$ cat src/hdl/slot_formatter_pkg.sv
// Contract
// - frame is fifteen slots of 2560 chips
// - one power command field per slot
// - data spreading factor is 256 over 2^k
// - data slot carries 10 times 2^k bits
// - control channel always ten bits, factor 256
// - one control channel, any data channels
// - data and control code multiplexed on I/Q
// - slot format from configuration, reloadable
// - control field widths per slot format table
// - compressed variants A and B shift pilot bits
// - indicator formats unchanged only at fifteen slots
// - network decides indicator; device always supports it
// - indicator describes the concurrent data frame
// - site and diversity subfield widths bounded
// - unused feedback bits sent as one
// - two-bit feedback, diversity only: one then diversity
// - site subfield one bit when both active
// - pilot bits outside sync word sent as one
// - bit rates counted before spreading
// - raise is all ones, lower all zeros
// - preamble keeps format, indicator sent as zeros
package slot_formatter_pkg;

  // ==========================================================================
  // timebase
  localparam int unsigned CHIPS_PER_SLOT = 2560;
  localparam int unsigned SLOTS_PER_FRAME = 15;
  localparam int unsigned FRAME_TIME_MS = 10;
  localparam int unsigned CONTROL_BITS = 10;
  localparam int unsigned CONTROL_SF = 256;
  localparam int unsigned CHIPS_PER_CONTROL_BIT = CONTROL_SF;
  localparam int unsigned MAX_K = 6;
  localparam int unsigned DATA_BITS_BASE = 10;
  localparam int unsigned MIN_SLOTS_A = 10;
  localparam int unsigned MIN_SLOTS_B = 8;
  localparam int unsigned CONTROL_RATE_KBPS = 15;

  // ==========================================================================
  // slot format table: pilot, power, indicator, feedback widths
  localparam logic [2:0] NUM_FORMATS = 3'h6;
  localparam logic [3:0] PILOT_W [6] = '{4'h6, 4'h8, 4'h5, 4'h7, 4'h6, 4'h5};
  localparam logic [1:0] POWER_W [6] = '{2'h2, 2'h2, 2'h2, 2'h2, 2'h2, 2'h1};
  localparam logic [2:0] IND_W [6] = '{3'h2, 3'h0, 3'h2, 3'h0, 3'h0, 3'h2};
  localparam logic [1:0] FB_W [6] = '{2'h0, 2'h0, 2'h1, 2'h1, 2'h2, 2'h2};

  typedef enum logic [3:0] {
    FIELD_PILOT = 4'h1,
    FIELD_IND = 4'h2,
    FIELD_FB = 4'h4,
    FIELD_POWER = 4'h8
  } field_type;

  typedef struct packed {
    logic [3:0] pilot;
    logic [2:0] ind;
    logic [1:0] fb;
    logic [1:0] power;
  } widths_type;

endpackage

$ cat src/hdl/slot_timing_if.sv
`timescale 1ns/1ps
interface slot_timing_if;
  import slot_formatter_pkg::*;
  logic [11:0] chip;
  logic [3:0] slot;
  logic slot_start;
  logic frame_start;
  logic bit_start;
  logic [3:0] bit_index;
  modport source (output chip, slot, slot_start, frame_start, bit_start, bit_index);
  modport sink (input chip, slot, slot_start, frame_start, bit_start, bit_index);
endinterface

$ cat src/hdl/slot_timebase.sv
`timescale 1ns/1ps
module slot_timebase
  import slot_formatter_pkg::*;
(
  // clock and reset
  input wire logic clock_i,
  input wire logic reset_n_i,
  // control
  input wire logic restart_i,
  // timing out
  slot_timing_if.source tm
);

  logic [11:0] chip;
  logic [3:0] slot;

  // ==========================================================================
  // chip and slot counters
  always_ff @(posedge clock_i or negedge reset_n_i)
  begin
    if (!reset_n_i)
    begin
      chip <= 12'h000;
      slot <= 4'h0;
    end
    else if (restart_i)
    begin
      chip <= 12'h000;
      slot <= 4'h0;
    end
    else if (chip == 12'(CHIPS_PER_SLOT - 1))
    begin
      chip <= 12'h000;
      slot <= (slot == 4'(SLOTS_PER_FRAME - 1)) ? 4'h0 : slot + 4'h1;
    end
    else
    begin
      chip <= chip + 12'h001;
    end
  end

  assign tm.chip = chip;
  assign tm.slot = slot;
  assign tm.slot_start = (chip == 12'h000);
  assign tm.frame_start = (chip == 12'h000) && (slot == 4'h0);
  assign tm.bit_start = (chip[7:0] == 8'h00);
  assign tm.bit_index = chip[11:8];

endmodule

$ cat src/hdl/uplink_dedicated_slot_formatter.sv
`timescale 1ns/1ps
module uplink_dedicated_slot_formatter
  import slot_formatter_pkg::*;
#(
  parameter int unsigned NUM_DATA_CHANNELS = 1
)
(
  // clock and reset
  input wire logic clock_i,
  input wire logic reset_n_i,
  // configuration
  input wire logic restart_i,
  input wire logic config_load_i,
  input wire logic [2:0] slot_format_i,
  input wire logic [2:0] data_k_i,
  input wire logic [3:0] slots_per_frame_i,
  input wire logic indicator_enable_i,
  input wire logic [1:0] site_width_i,
  input wire logic diversity_enable_i,
  input wire logic preamble_i,
  input wire logic [NUM_DATA_CHANNELS-1:0] data_enable_i,
  // per-slot content
  input wire logic power_raise_i,
  input wire logic [3:0] indicator_bits_i,
  input wire logic [1:0] site_bits_i,
  input wire logic diversity_bit_i,
  input wire logic [7:0] sync_mask_i,
  input wire logic [7:0] sync_bits_i,
  // outputs
  output logic control_bit_o,
  output logic control_valid_o,
  output logic [NUM_DATA_CHANNELS-1:0] data_active_o,
  output logic [9:0] data_bits_per_slot_o,
  output logic [8:0] data_sf_o,
  output logic [3:0] slot_o,
  output logic slot_start_o,
  output logic frame_start_o,
  output logic [3:0] field_o,
  output logic config_error_o
);

  // ==========================================================================
  // chip timebase shared with the slot logic
  slot_timing_if tm ();

  slot_timebase u_timebase (
    .clock_i(clock_i),
    .reset_n_i(reset_n_i),
    .restart_i(restart_i),
    .tm(tm)
  );

  // ==========================================================================
  // configuration registers
  logic [2:0] format;
  logic [2:0] k;
  logic [3:0] tx_slots;
  logic ind_on;
  logic [1:0] site_w;
  logic div_on;
  logic cfg_bad;
  logic cfg_ok;

  // ==========================================================================
  // configuration check

  function automatic logic config_valid(input logic [2:0] f, input logic [2:0] kk,
                                        input logic [3:0] n, input logic [1:0] sw,
                                        input logic dv);
    logic ok;
    ok = (f < NUM_FORMATS) && (kk <= 3'(MAX_K));
    ok = ok && (n >= 4'(MIN_SLOTS_B)) && (n <= 4'(SLOTS_PER_FRAME));
    ok = ok && (sw <= 2'h2);
    if (f < NUM_FORMATS)
      ok = ok && ({1'b0, sw} + {2'b00, dv} <= {1'b0, FB_W[f]});
    if (sw != 2'h0 && dv)
      ok = ok && (sw == 2'h1);
    return ok;
  endfunction

  // one decode shared by the error flag and the load path
  assign cfg_ok = config_valid(slot_format_i, data_k_i, slots_per_frame_i,
                               site_width_i, diversity_enable_i);

  always_ff @(posedge clock_i or negedge reset_n_i)
  begin
    if (!reset_n_i)
    begin
      format <= 3'h1;
      k <= 3'h0;
      tx_slots <= 4'(SLOTS_PER_FRAME);
      ind_on <= 1'b0;
      site_w <= 2'h0;
      div_on <= 1'b0;
      cfg_bad <= 1'b0;
    end
    else if (config_load_i)
    begin
      // bad configurations are refused; the old format stays in force
      cfg_bad <= !cfg_ok;
      if (cfg_ok)
      begin
        format <= slot_format_i;
        k <= data_k_i;
        tx_slots <= slots_per_frame_i;
        ind_on <= indicator_enable_i;
        site_w <= site_width_i;
        div_on <= diversity_enable_i;
      end
    end
  end

  // ==========================================================================
  // effective field widths, including compressed variants
  function automatic widths_type field_widths(input logic [2:0] f, input logic [3:0] n);
    widths_type w;
    w.pilot = PILOT_W[f];
    w.ind = IND_W[f];
    w.fb = FB_W[f];
    w.power = POWER_W[f];
    if (IND_W[f] != 3'h0 && n < 4'(SLOTS_PER_FRAME))
    begin
      if (n >= 4'(MIN_SLOTS_A))
      begin
        w.pilot = w.pilot - 4'h1;
        w.ind = w.ind + 3'h1;
      end
      else
      begin
        w.pilot = w.pilot - 4'h2;
        w.ind = w.ind + 3'h2;
      end
    end
    return w;
  endfunction

  // ==========================================================================
  // field boundaries inside the slot
  widths_type w;
  logic [3:0] b;
  logic [3:0] end_pilot;
  logic [3:0] end_ind;
  logic [3:0] end_fb;
  logic [3:0] fb_pos;
  logic [3:0] ind_pos;
  field_type field;
  logic next_bit;

  always_comb
  begin
    w = field_widths(format, tx_slots);
    b = tm.bit_index;
    end_pilot = w.pilot;
    end_ind = end_pilot + {1'b0, w.ind};
    end_fb = end_ind + {2'b00, w.fb};
    fb_pos = b - end_ind;
    ind_pos = b - end_pilot;
    if (b < end_pilot)
      field = FIELD_PILOT;
    else if (b < end_ind)
      field = FIELD_IND;
    else if (b < end_fb)
      field = FIELD_FB;
    else
      field = FIELD_POWER;
  end

  // ==========================================================================
  // bit selection per field
  always_comb
  begin
    next_bit = 1'b1;
    case (field)
      FIELD_PILOT:
      begin
        // sync word positions from the pattern input, all others one
        if (b < 4'h8 && sync_mask_i[b[2:0]])
          next_bit = sync_bits_i[b[2:0]];
        else
          next_bit = 1'b1;
      end
      FIELD_IND:
      begin
        if (preamble_i || !ind_on)
          next_bit = 1'b0;
        else
          next_bit = indicator_bits_i[ind_pos[1:0]];
      end
      FIELD_FB:
      begin
        // site bits first, diversity last, remainder filled with one
        if (fb_pos < {2'b00, site_w})
          next_bit = site_bits_i[fb_pos[0]];
        else if (div_on && w.fb == 2'h2 && site_w == 2'h0)
          next_bit = (fb_pos == 4'h1) ? diversity_bit_i : 1'b1;
        else if (div_on && fb_pos == {2'b00, site_w})
          next_bit = diversity_bit_i;
        else
          next_bit = 1'b1;
      end
      FIELD_POWER:
        next_bit = power_raise_i;
      default:
        next_bit = 1'b1;
    endcase
  end

  // ==========================================================================
  // registered outputs
  always_ff @(posedge clock_i or negedge reset_n_i)
  begin
    if (!reset_n_i)
    begin
      control_bit_o <= 1'b0;
      field_o <= 4'h0;
    end
    else
    begin
      control_bit_o <= next_bit;
      field_o <= field;
    end
  end

  // bit strobe, one per 256 chips
  always_ff @(posedge clock_i or negedge reset_n_i)
  begin
    if (!reset_n_i)
    begin
      control_valid_o <= 1'b0;
    end
    else
    begin
      control_valid_o <= tm.bit_start;
    end
  end

  // ==========================================================================
  // slot and frame markers
  always_ff @(posedge clock_i or negedge reset_n_i)
  begin
    if (!reset_n_i)
    begin
      slot_o <= 4'h0;
      slot_start_o <= 1'b0;
      frame_start_o <= 1'b0;
    end
    else
    begin
      slot_o <= tm.slot;
      slot_start_o <= tm.slot_start;
      frame_start_o <= tm.frame_start;
    end
  end

  // ==========================================================================
  // data channel size, counted before spreading
  always_ff @(posedge clock_i or negedge reset_n_i)
  begin
    if (!reset_n_i)
    begin
      data_bits_per_slot_o <= 10'(DATA_BITS_BASE);
      data_sf_o <= 9'(CONTROL_SF);
    end
    else
    begin
      data_bits_per_slot_o <= 10'(DATA_BITS_BASE << k);
      data_sf_o <= 9'(CONTROL_SF >> k);
    end
  end

  // ==========================================================================
  // configuration status, held until the next load
  always_ff @(posedge clock_i or negedge reset_n_i)
  begin
    if (!reset_n_i)
    begin
      config_error_o <= 1'b0;
    end
    else
    begin
      config_error_o <= cfg_bad;
    end
  end

  // ==========================================================================
  // data channel activity, one lane per code channel
  // data lanes run alongside the single control lane, not in time slots
  genvar ch;
  generate
    for (ch = 0; ch < NUM_DATA_CHANNELS; ch = ch + 1)
    begin : g_lane
      always_ff @(posedge clock_i or negedge reset_n_i)
      begin
        if (!reset_n_i)
        begin
          data_active_o[ch] <= 1'b0;
        end
        else
        begin
          data_active_o[ch] <= data_enable_i[ch] && !preamble_i;
        end
      end
    end
  endgenerate

endmodule

$ cat config.mk
export PLATFORM = sky130hd
export DESIGN_NAME = uplink_dedicated_slot_formatter
export DESIGN_NICKNAME = d
export VERILOG_FILES = /design/src/hdl/slot_formatter_pkg.sv /design/src/hdl/slot_timing_if.sv /design/src/hdl/slot_timebase.sv /design/src/hdl/uplink_dedicated_slot_formatter.sv
export SDC_FILE = /design/constraint.sdc
export NUM_CORES = 1
export LEC_CHECK = 0
export BUFFER_PORTS_ARGS = -buffer_cell sky130_fd_sc_hd__buf_2
export CORE_AREA = 5 5 98 73
export DETAILED_ROUTE_END_ITERATION = 10
export DIE_AREA = 0 0 103 78
export PLACE_DENSITY = 0.77
export SLEW_MARGIN = 25
export SYNTH_ARGS = -nofsm -noshare
export SYNTH_HDL_FRONTEND = slang
export SYNTH_SLANG_ARGS = --single-unit
$ cat constraint.sdc
create_clock -name clock_i -period 4 [get_ports clock_i]
set_input_delay 1 -clock clock_i [delete_from_list [all_inputs] [get_ports clock_i]]
set_output_delay 1 -clock clock_i [all_outputs]
set_load 0.02 [all_outputs]
==> flow_summary_export.csv <==
group,metric,value,unit
finish,finish.net_count,443,
flow_run,max_cap_violations,0,
outcome,outcome,"completed",
detailed_routing,detail_route.wirelength,6500,µm
finish,areaGrowthSynthToFinish,20.8,%
floorplanning,dieHeight,78,µm
floorplanning,initial_core_util,51.1,%
floorplanning,floorplan_die_area,8030,µm²
hold_path,min-delay-path-class,"register to register",
clocking,clock_edge_transition_at_the_registers_on_the_reported_setup_and_hold_paths,0.06,ns
synth,async_reset_ff_share,100,%
worst_setup_path,crit_path_end_kind,"register",
detailed_routing,drt.antenna.violating_nets,0,
global_route,grt_pass1_wl,10500,µm
clocking,cts_made_buffers,9,
global_route,grt_pass1_vias,2291,
pwr,power_frac_comb,36.2,%
global_route,antenna_found_initial,0,
clocking,cts_sinks,59,
timing,share_of_the_clock_period_used_by_the_worst_path_after_layout,82.8,%
synth,synth.lib_cells_used.distinct,52,
worst_setup_path,setup.worst_path.start_class,"register",
pwr,share_seq_of_total_power,36.0,%
pwr,sw_power,0.765,mW
detailed_routing,routed_wire_length_per_instance,14.2,µm
clocking,ctsLongestPathBuffers,2,
timing,relSlewSlack,50.6,%
finish,layout.core_utilization,61.8,%
synth,synthSimpleGateAreaFrac,18.5,%
placed_design,place.gp.congestion,0.808,
worst_setup_path,path_delay_family,"compound AO/OA/AOI/OAI gates",
timing,hold_violations,0,
finish,final_design_area_no_fill,3750,µm²
clocking,ctsRootBufferMaster,"sky130_fd_sc_hd__clkbuf_8",
synth,register_bit_total_from_synthesis,59,
timing,transition_time_at_the_pin_with_the_least_slew_margin,0.731,ns
synth,synth.yosys.seq_area_share,47.9,%
timing,finalCriticalPeriod,3.31,ns
worst_setup_path,crit_path_max_fanout,6,
placed_design,dpl.hpwl,4980,µm
global_route,globalRouteTotalUtil,16.8,%
clocking,post_cts_resized,0,
floorplanning,io_pins,77,
detailed_routing,dr.pass1.iters,4,
pwr,max_rail_drop_vdd,209,µV
finish,drive_above_1_share,29.8,%
detailed_routing,routed_via_density,5.18,
synth,cell_count_after_synthesis,296,
synth,synth_top_family_by_area,"simple AND/OR/NAND/NOR gates",
synth,top_reg_cell_synth,"sky130_fd_sc_hd__dfrtp_1",
worst_setup_path,worst_ep_arrival_time,3.52,ns
pwr,internal_power,1.46,mW
finish,antenna_cells_inserted,0,
worst_setup_path,cp.buffers_inverters,0,
timing,unrepaired_setup_endpoints_after_global_routing,"false",
timing,max_freq,302,MHz
timing,drv_slew,0,
pwr,power_density_over_cell_area,594,nW/µm²
floorplanning,core_area,6070,µm²
clocking,clock_latency,0.34,ns
worst_setup_path,crit_path_cell_trace,"ha_1 -> a21oi_1 -> ha_1 -> nor2_1 -> a21oi_1 -> a31oi_1 -> fa_1 -> mux4_2 -> nor4bb_1 -> a311oi_1 -> o32ai_1",
global_route,overflow,0,
worst_setup_path,criticalPathCategory,"register to register",
worst_setup_path,cp_slowest_stage_delay,0.57,ns
synth,synth_warnings,0,
synth,xor_xnor_share_of_the_synthesized_area,3.67,%
detailed_routing,detailroute.via_count,2368,
pwr,net_switching_fraction_of_the_power,34.4,%
detailed_routing,initialDrtViolationCount,150,
clocking,tritoncts,"built",
floorplanning,die_w,103,µm
clocking,cts_h_tree_depth,3,
synth,netlist_area,3100,µm²
clocking,cts_post_setup_buffers_inserted,0,
global_route,grt_max_degree,60,
detailed_routing,route.detailed.drc,0,
placed_design,numPortBuffers,74,
synth,number_of_enable_flip_flop_cells_after_synthesis,0,
timing,timing.hold.ws,0.383,ns
synth,synth-compound-area-share,8.39,%
synth,fraction_of_the_mapped_netlist_area_in_adder_cells,10.8,%
worst_setup_path,slowest_cp_cell,"sky130_fd_sc_hd__dfstp_2",
clocking,holdBufCountCts,0,
timing,setup_skew_after_layout,0.00681,ns
synth,mux_cell_area_share_after_synthesis,5.37,%
placed_design,post_dp_cell_area,3520,µm²
timing,setup-tns-final,0,ns
pwr,total_leakage_power,1.89,nW
pwr,clockPowerShare,27.8,%
timing,timing.final.setup_violations,0,
floorplanning,placementRows,24,
worst_setup_path,data_required_time_of_the_worst_path,4.20,ns
synth,syn_area_per_cell,10.5,µm²
cell usage after synthesis, drive strengths merged, types with 2 or more instances:
library cell  instances  area share, %
dfrtp                52             42
nor2                 33            4.0
inv                  25            3.0
ha                   22            8.9
nand2                18            2.2
a21oi                13            2.1
mux2                 11            4.0
nand2b               10            2.0
nor3                 10            1.6
buf                   9            2.0
o21ai                 8            1.3
dfstp                 7            5.9
nand3                 7            1.1
xor2                  7            2.0
nor2b                 6            1.2
xnor2                 6            1.7
nand4                 4            1.0
and3                  3           0.61
and4                  3           0.85
fa                    3            1.9
nor3b                 3           0.73
nor4b                 3           0.85
a21o                  2           0.48
a31oi                 2           0.40
conb                  2           0.24
mux2i                 2           0.65
o22ai                 2           0.40
o32ai                 2           0.56
or2                   2           0.40
or3                   2           0.40
power by group through the flow:
stage          logic (mW)  clock network (mW)  registers, mW
5_1_grt             0.893               0.664          0.817
3_5_place_dp        0.811                   0          0.813
2_1_floorplan       0.504                   0          0.878
4_1_cts             0.814               0.636          0.802
3_3_place_gp        0.754                   0          0.808
6_report            0.806               0.618          0.800
cells by family after synthesis:
logic type,Yosys count
muxes,14
AOI/OAI and AO/OA,39
xor gates and xnor gates,13
and+or+nand+nor,109
DFF,59
adders and majority gates,25
other,2
buffers and inverters,35
cell usage in the layout, fill, tap and decap left out, types with 2 or more instances in the layout:
| cell type | count |
|---|---|
| sky130_fd_sc_hd__nor2_1 | 33 |
| sky130_fd_sc_hd__a21o_1 | 2 |
| sky130_fd_sc_hd__nand4_1 | 3 |
| sky130_fd_sc_hd__fa_1 | 3 |
| sky130_fd_sc_hd__clkbuf_8 | 11 |
| sky130_fd_sc_hd__inv_1 | 25 |
| sky130_fd_sc_hd__nand3_1 | 7 |
| sky130_fd_sc_hd__nor3_1 | 10 |
| sky130_fd_sc_hd__bufinv_16 | 2 |
| sky130_fd_sc_hd__conb_1 | 4 |
| sky130_fd_sc_hd__or3_1 | 2 |
| sky130_fd_sc_hd__o32ai_1 | 2 |
| sky130_fd_sc_hd__nor3b_1 | 3 |
| sky130_fd_sc_hd__a21oi_1 | 13 |
| sky130_fd_sc_hd__xor2_1 | 7 |
| sky130_fd_sc_hd__and3_1 | 3 |
| sky130_fd_sc_hd__or2_2 | 2 |
| sky130_fd_sc_hd__o22ai_1 | 2 |
| sky130_fd_sc_hd__nand2b_1 | 10 |
| sky130_fd_sc_hd__nand2_1 | 18 |
| sky130_fd_sc_hd__ha_1 | 22 |
| sky130_fd_sc_hd__dfrtp_1 | 52 |
| sky130_fd_sc_hd__buf_2 | 74 |
| sky130_fd_sc_hd__mux2i_1 | 2 |
| sky130_fd_sc_hd__mux2_2 | 10 |
| sky130_fd_sc_hd__xnor2_1 | 6 |
| sky130_fd_sc_hd__dfstp_2 | 7 |
| sky130_fd_sc_hd__a31oi_1 | 2 |
| sky130_fd_sc_hd__o21ai_0 | 8 |
| sky130_fd_sc_hd__and4_1 | 3 |
| sky130_fd_sc_hd__nor4b_1 | 3 |
| sky130_fd_sc_hd__nor2b_1 | 6 |
metrics by stage:
step | setup slack [ns] | total power, mW | std cells
final | 0.686 | 2.22 | 457
after detailed placement | 0.674 | 1.62 | 441
after CTS | 0.674 | 2.25 | 457
after global routing | 0.548 | 2.37 | 457
after global placement | 0.917 | 1.56 | 441
after floorplan | 1.02 | 1.38 | 298
final timing paths:
check / slack [ns] / startpoint / depth (start not counted) / end
setup / recovery: 0.69 / format[0] / 11 / control_bit_o
hold / removal: 0.38 / cfg_bad / 0 / config_error_o
setup reg to reg: 0.69 / format[0] / 11 / control_bit_o
hold reg to reg: 0.38 / cfg_bad / 0 / config_error_o
max in group asynchronous: 2.72 / reset_n_i / 2 / data_bits_per_slot_o[5]
min in group asynchronous: 0.80 / reset_n_i / 2 / u_timebase.tm.chip[3]
state kept, by name, indices dropped and copies added (netlist names):
signal and flops:
frame_start_o 1, control_valid_o 1, data_active_o 1, field_o 4, k 3, div_on 1, slot_start_o 1, cfg_bad 1
slot_o 4, format 3, data_bits_per_slot_o 7, ind_on 1, data_sf_o 7, config_error_o 1, u_timebase.tm.slot 4, site_w 2
tx_slots 4, control_bit_o 1, u_timebase.tm.chip 12
routing by layer:
layer  global-route usage [%]  part of all wire (%)
met5                        0                     0
met4                     6.99                   1.6
met3                     5.38                   6.9
met2                     25.2                    45
met1                     22.5                    46
layout make-up:
type | instances | area, µm²
well taps | 78 | 97.6
multi-input cells | 204 | 1460
fillers | 516 | 2320
inverters | 25 | 93.8
flip-flops and latches | 59 | 1490
repair buffers | 75 | 378
clock buffers | 12 | 155
clock inverters | 4 | 73.8
Power figures use the tool's default switching activity.
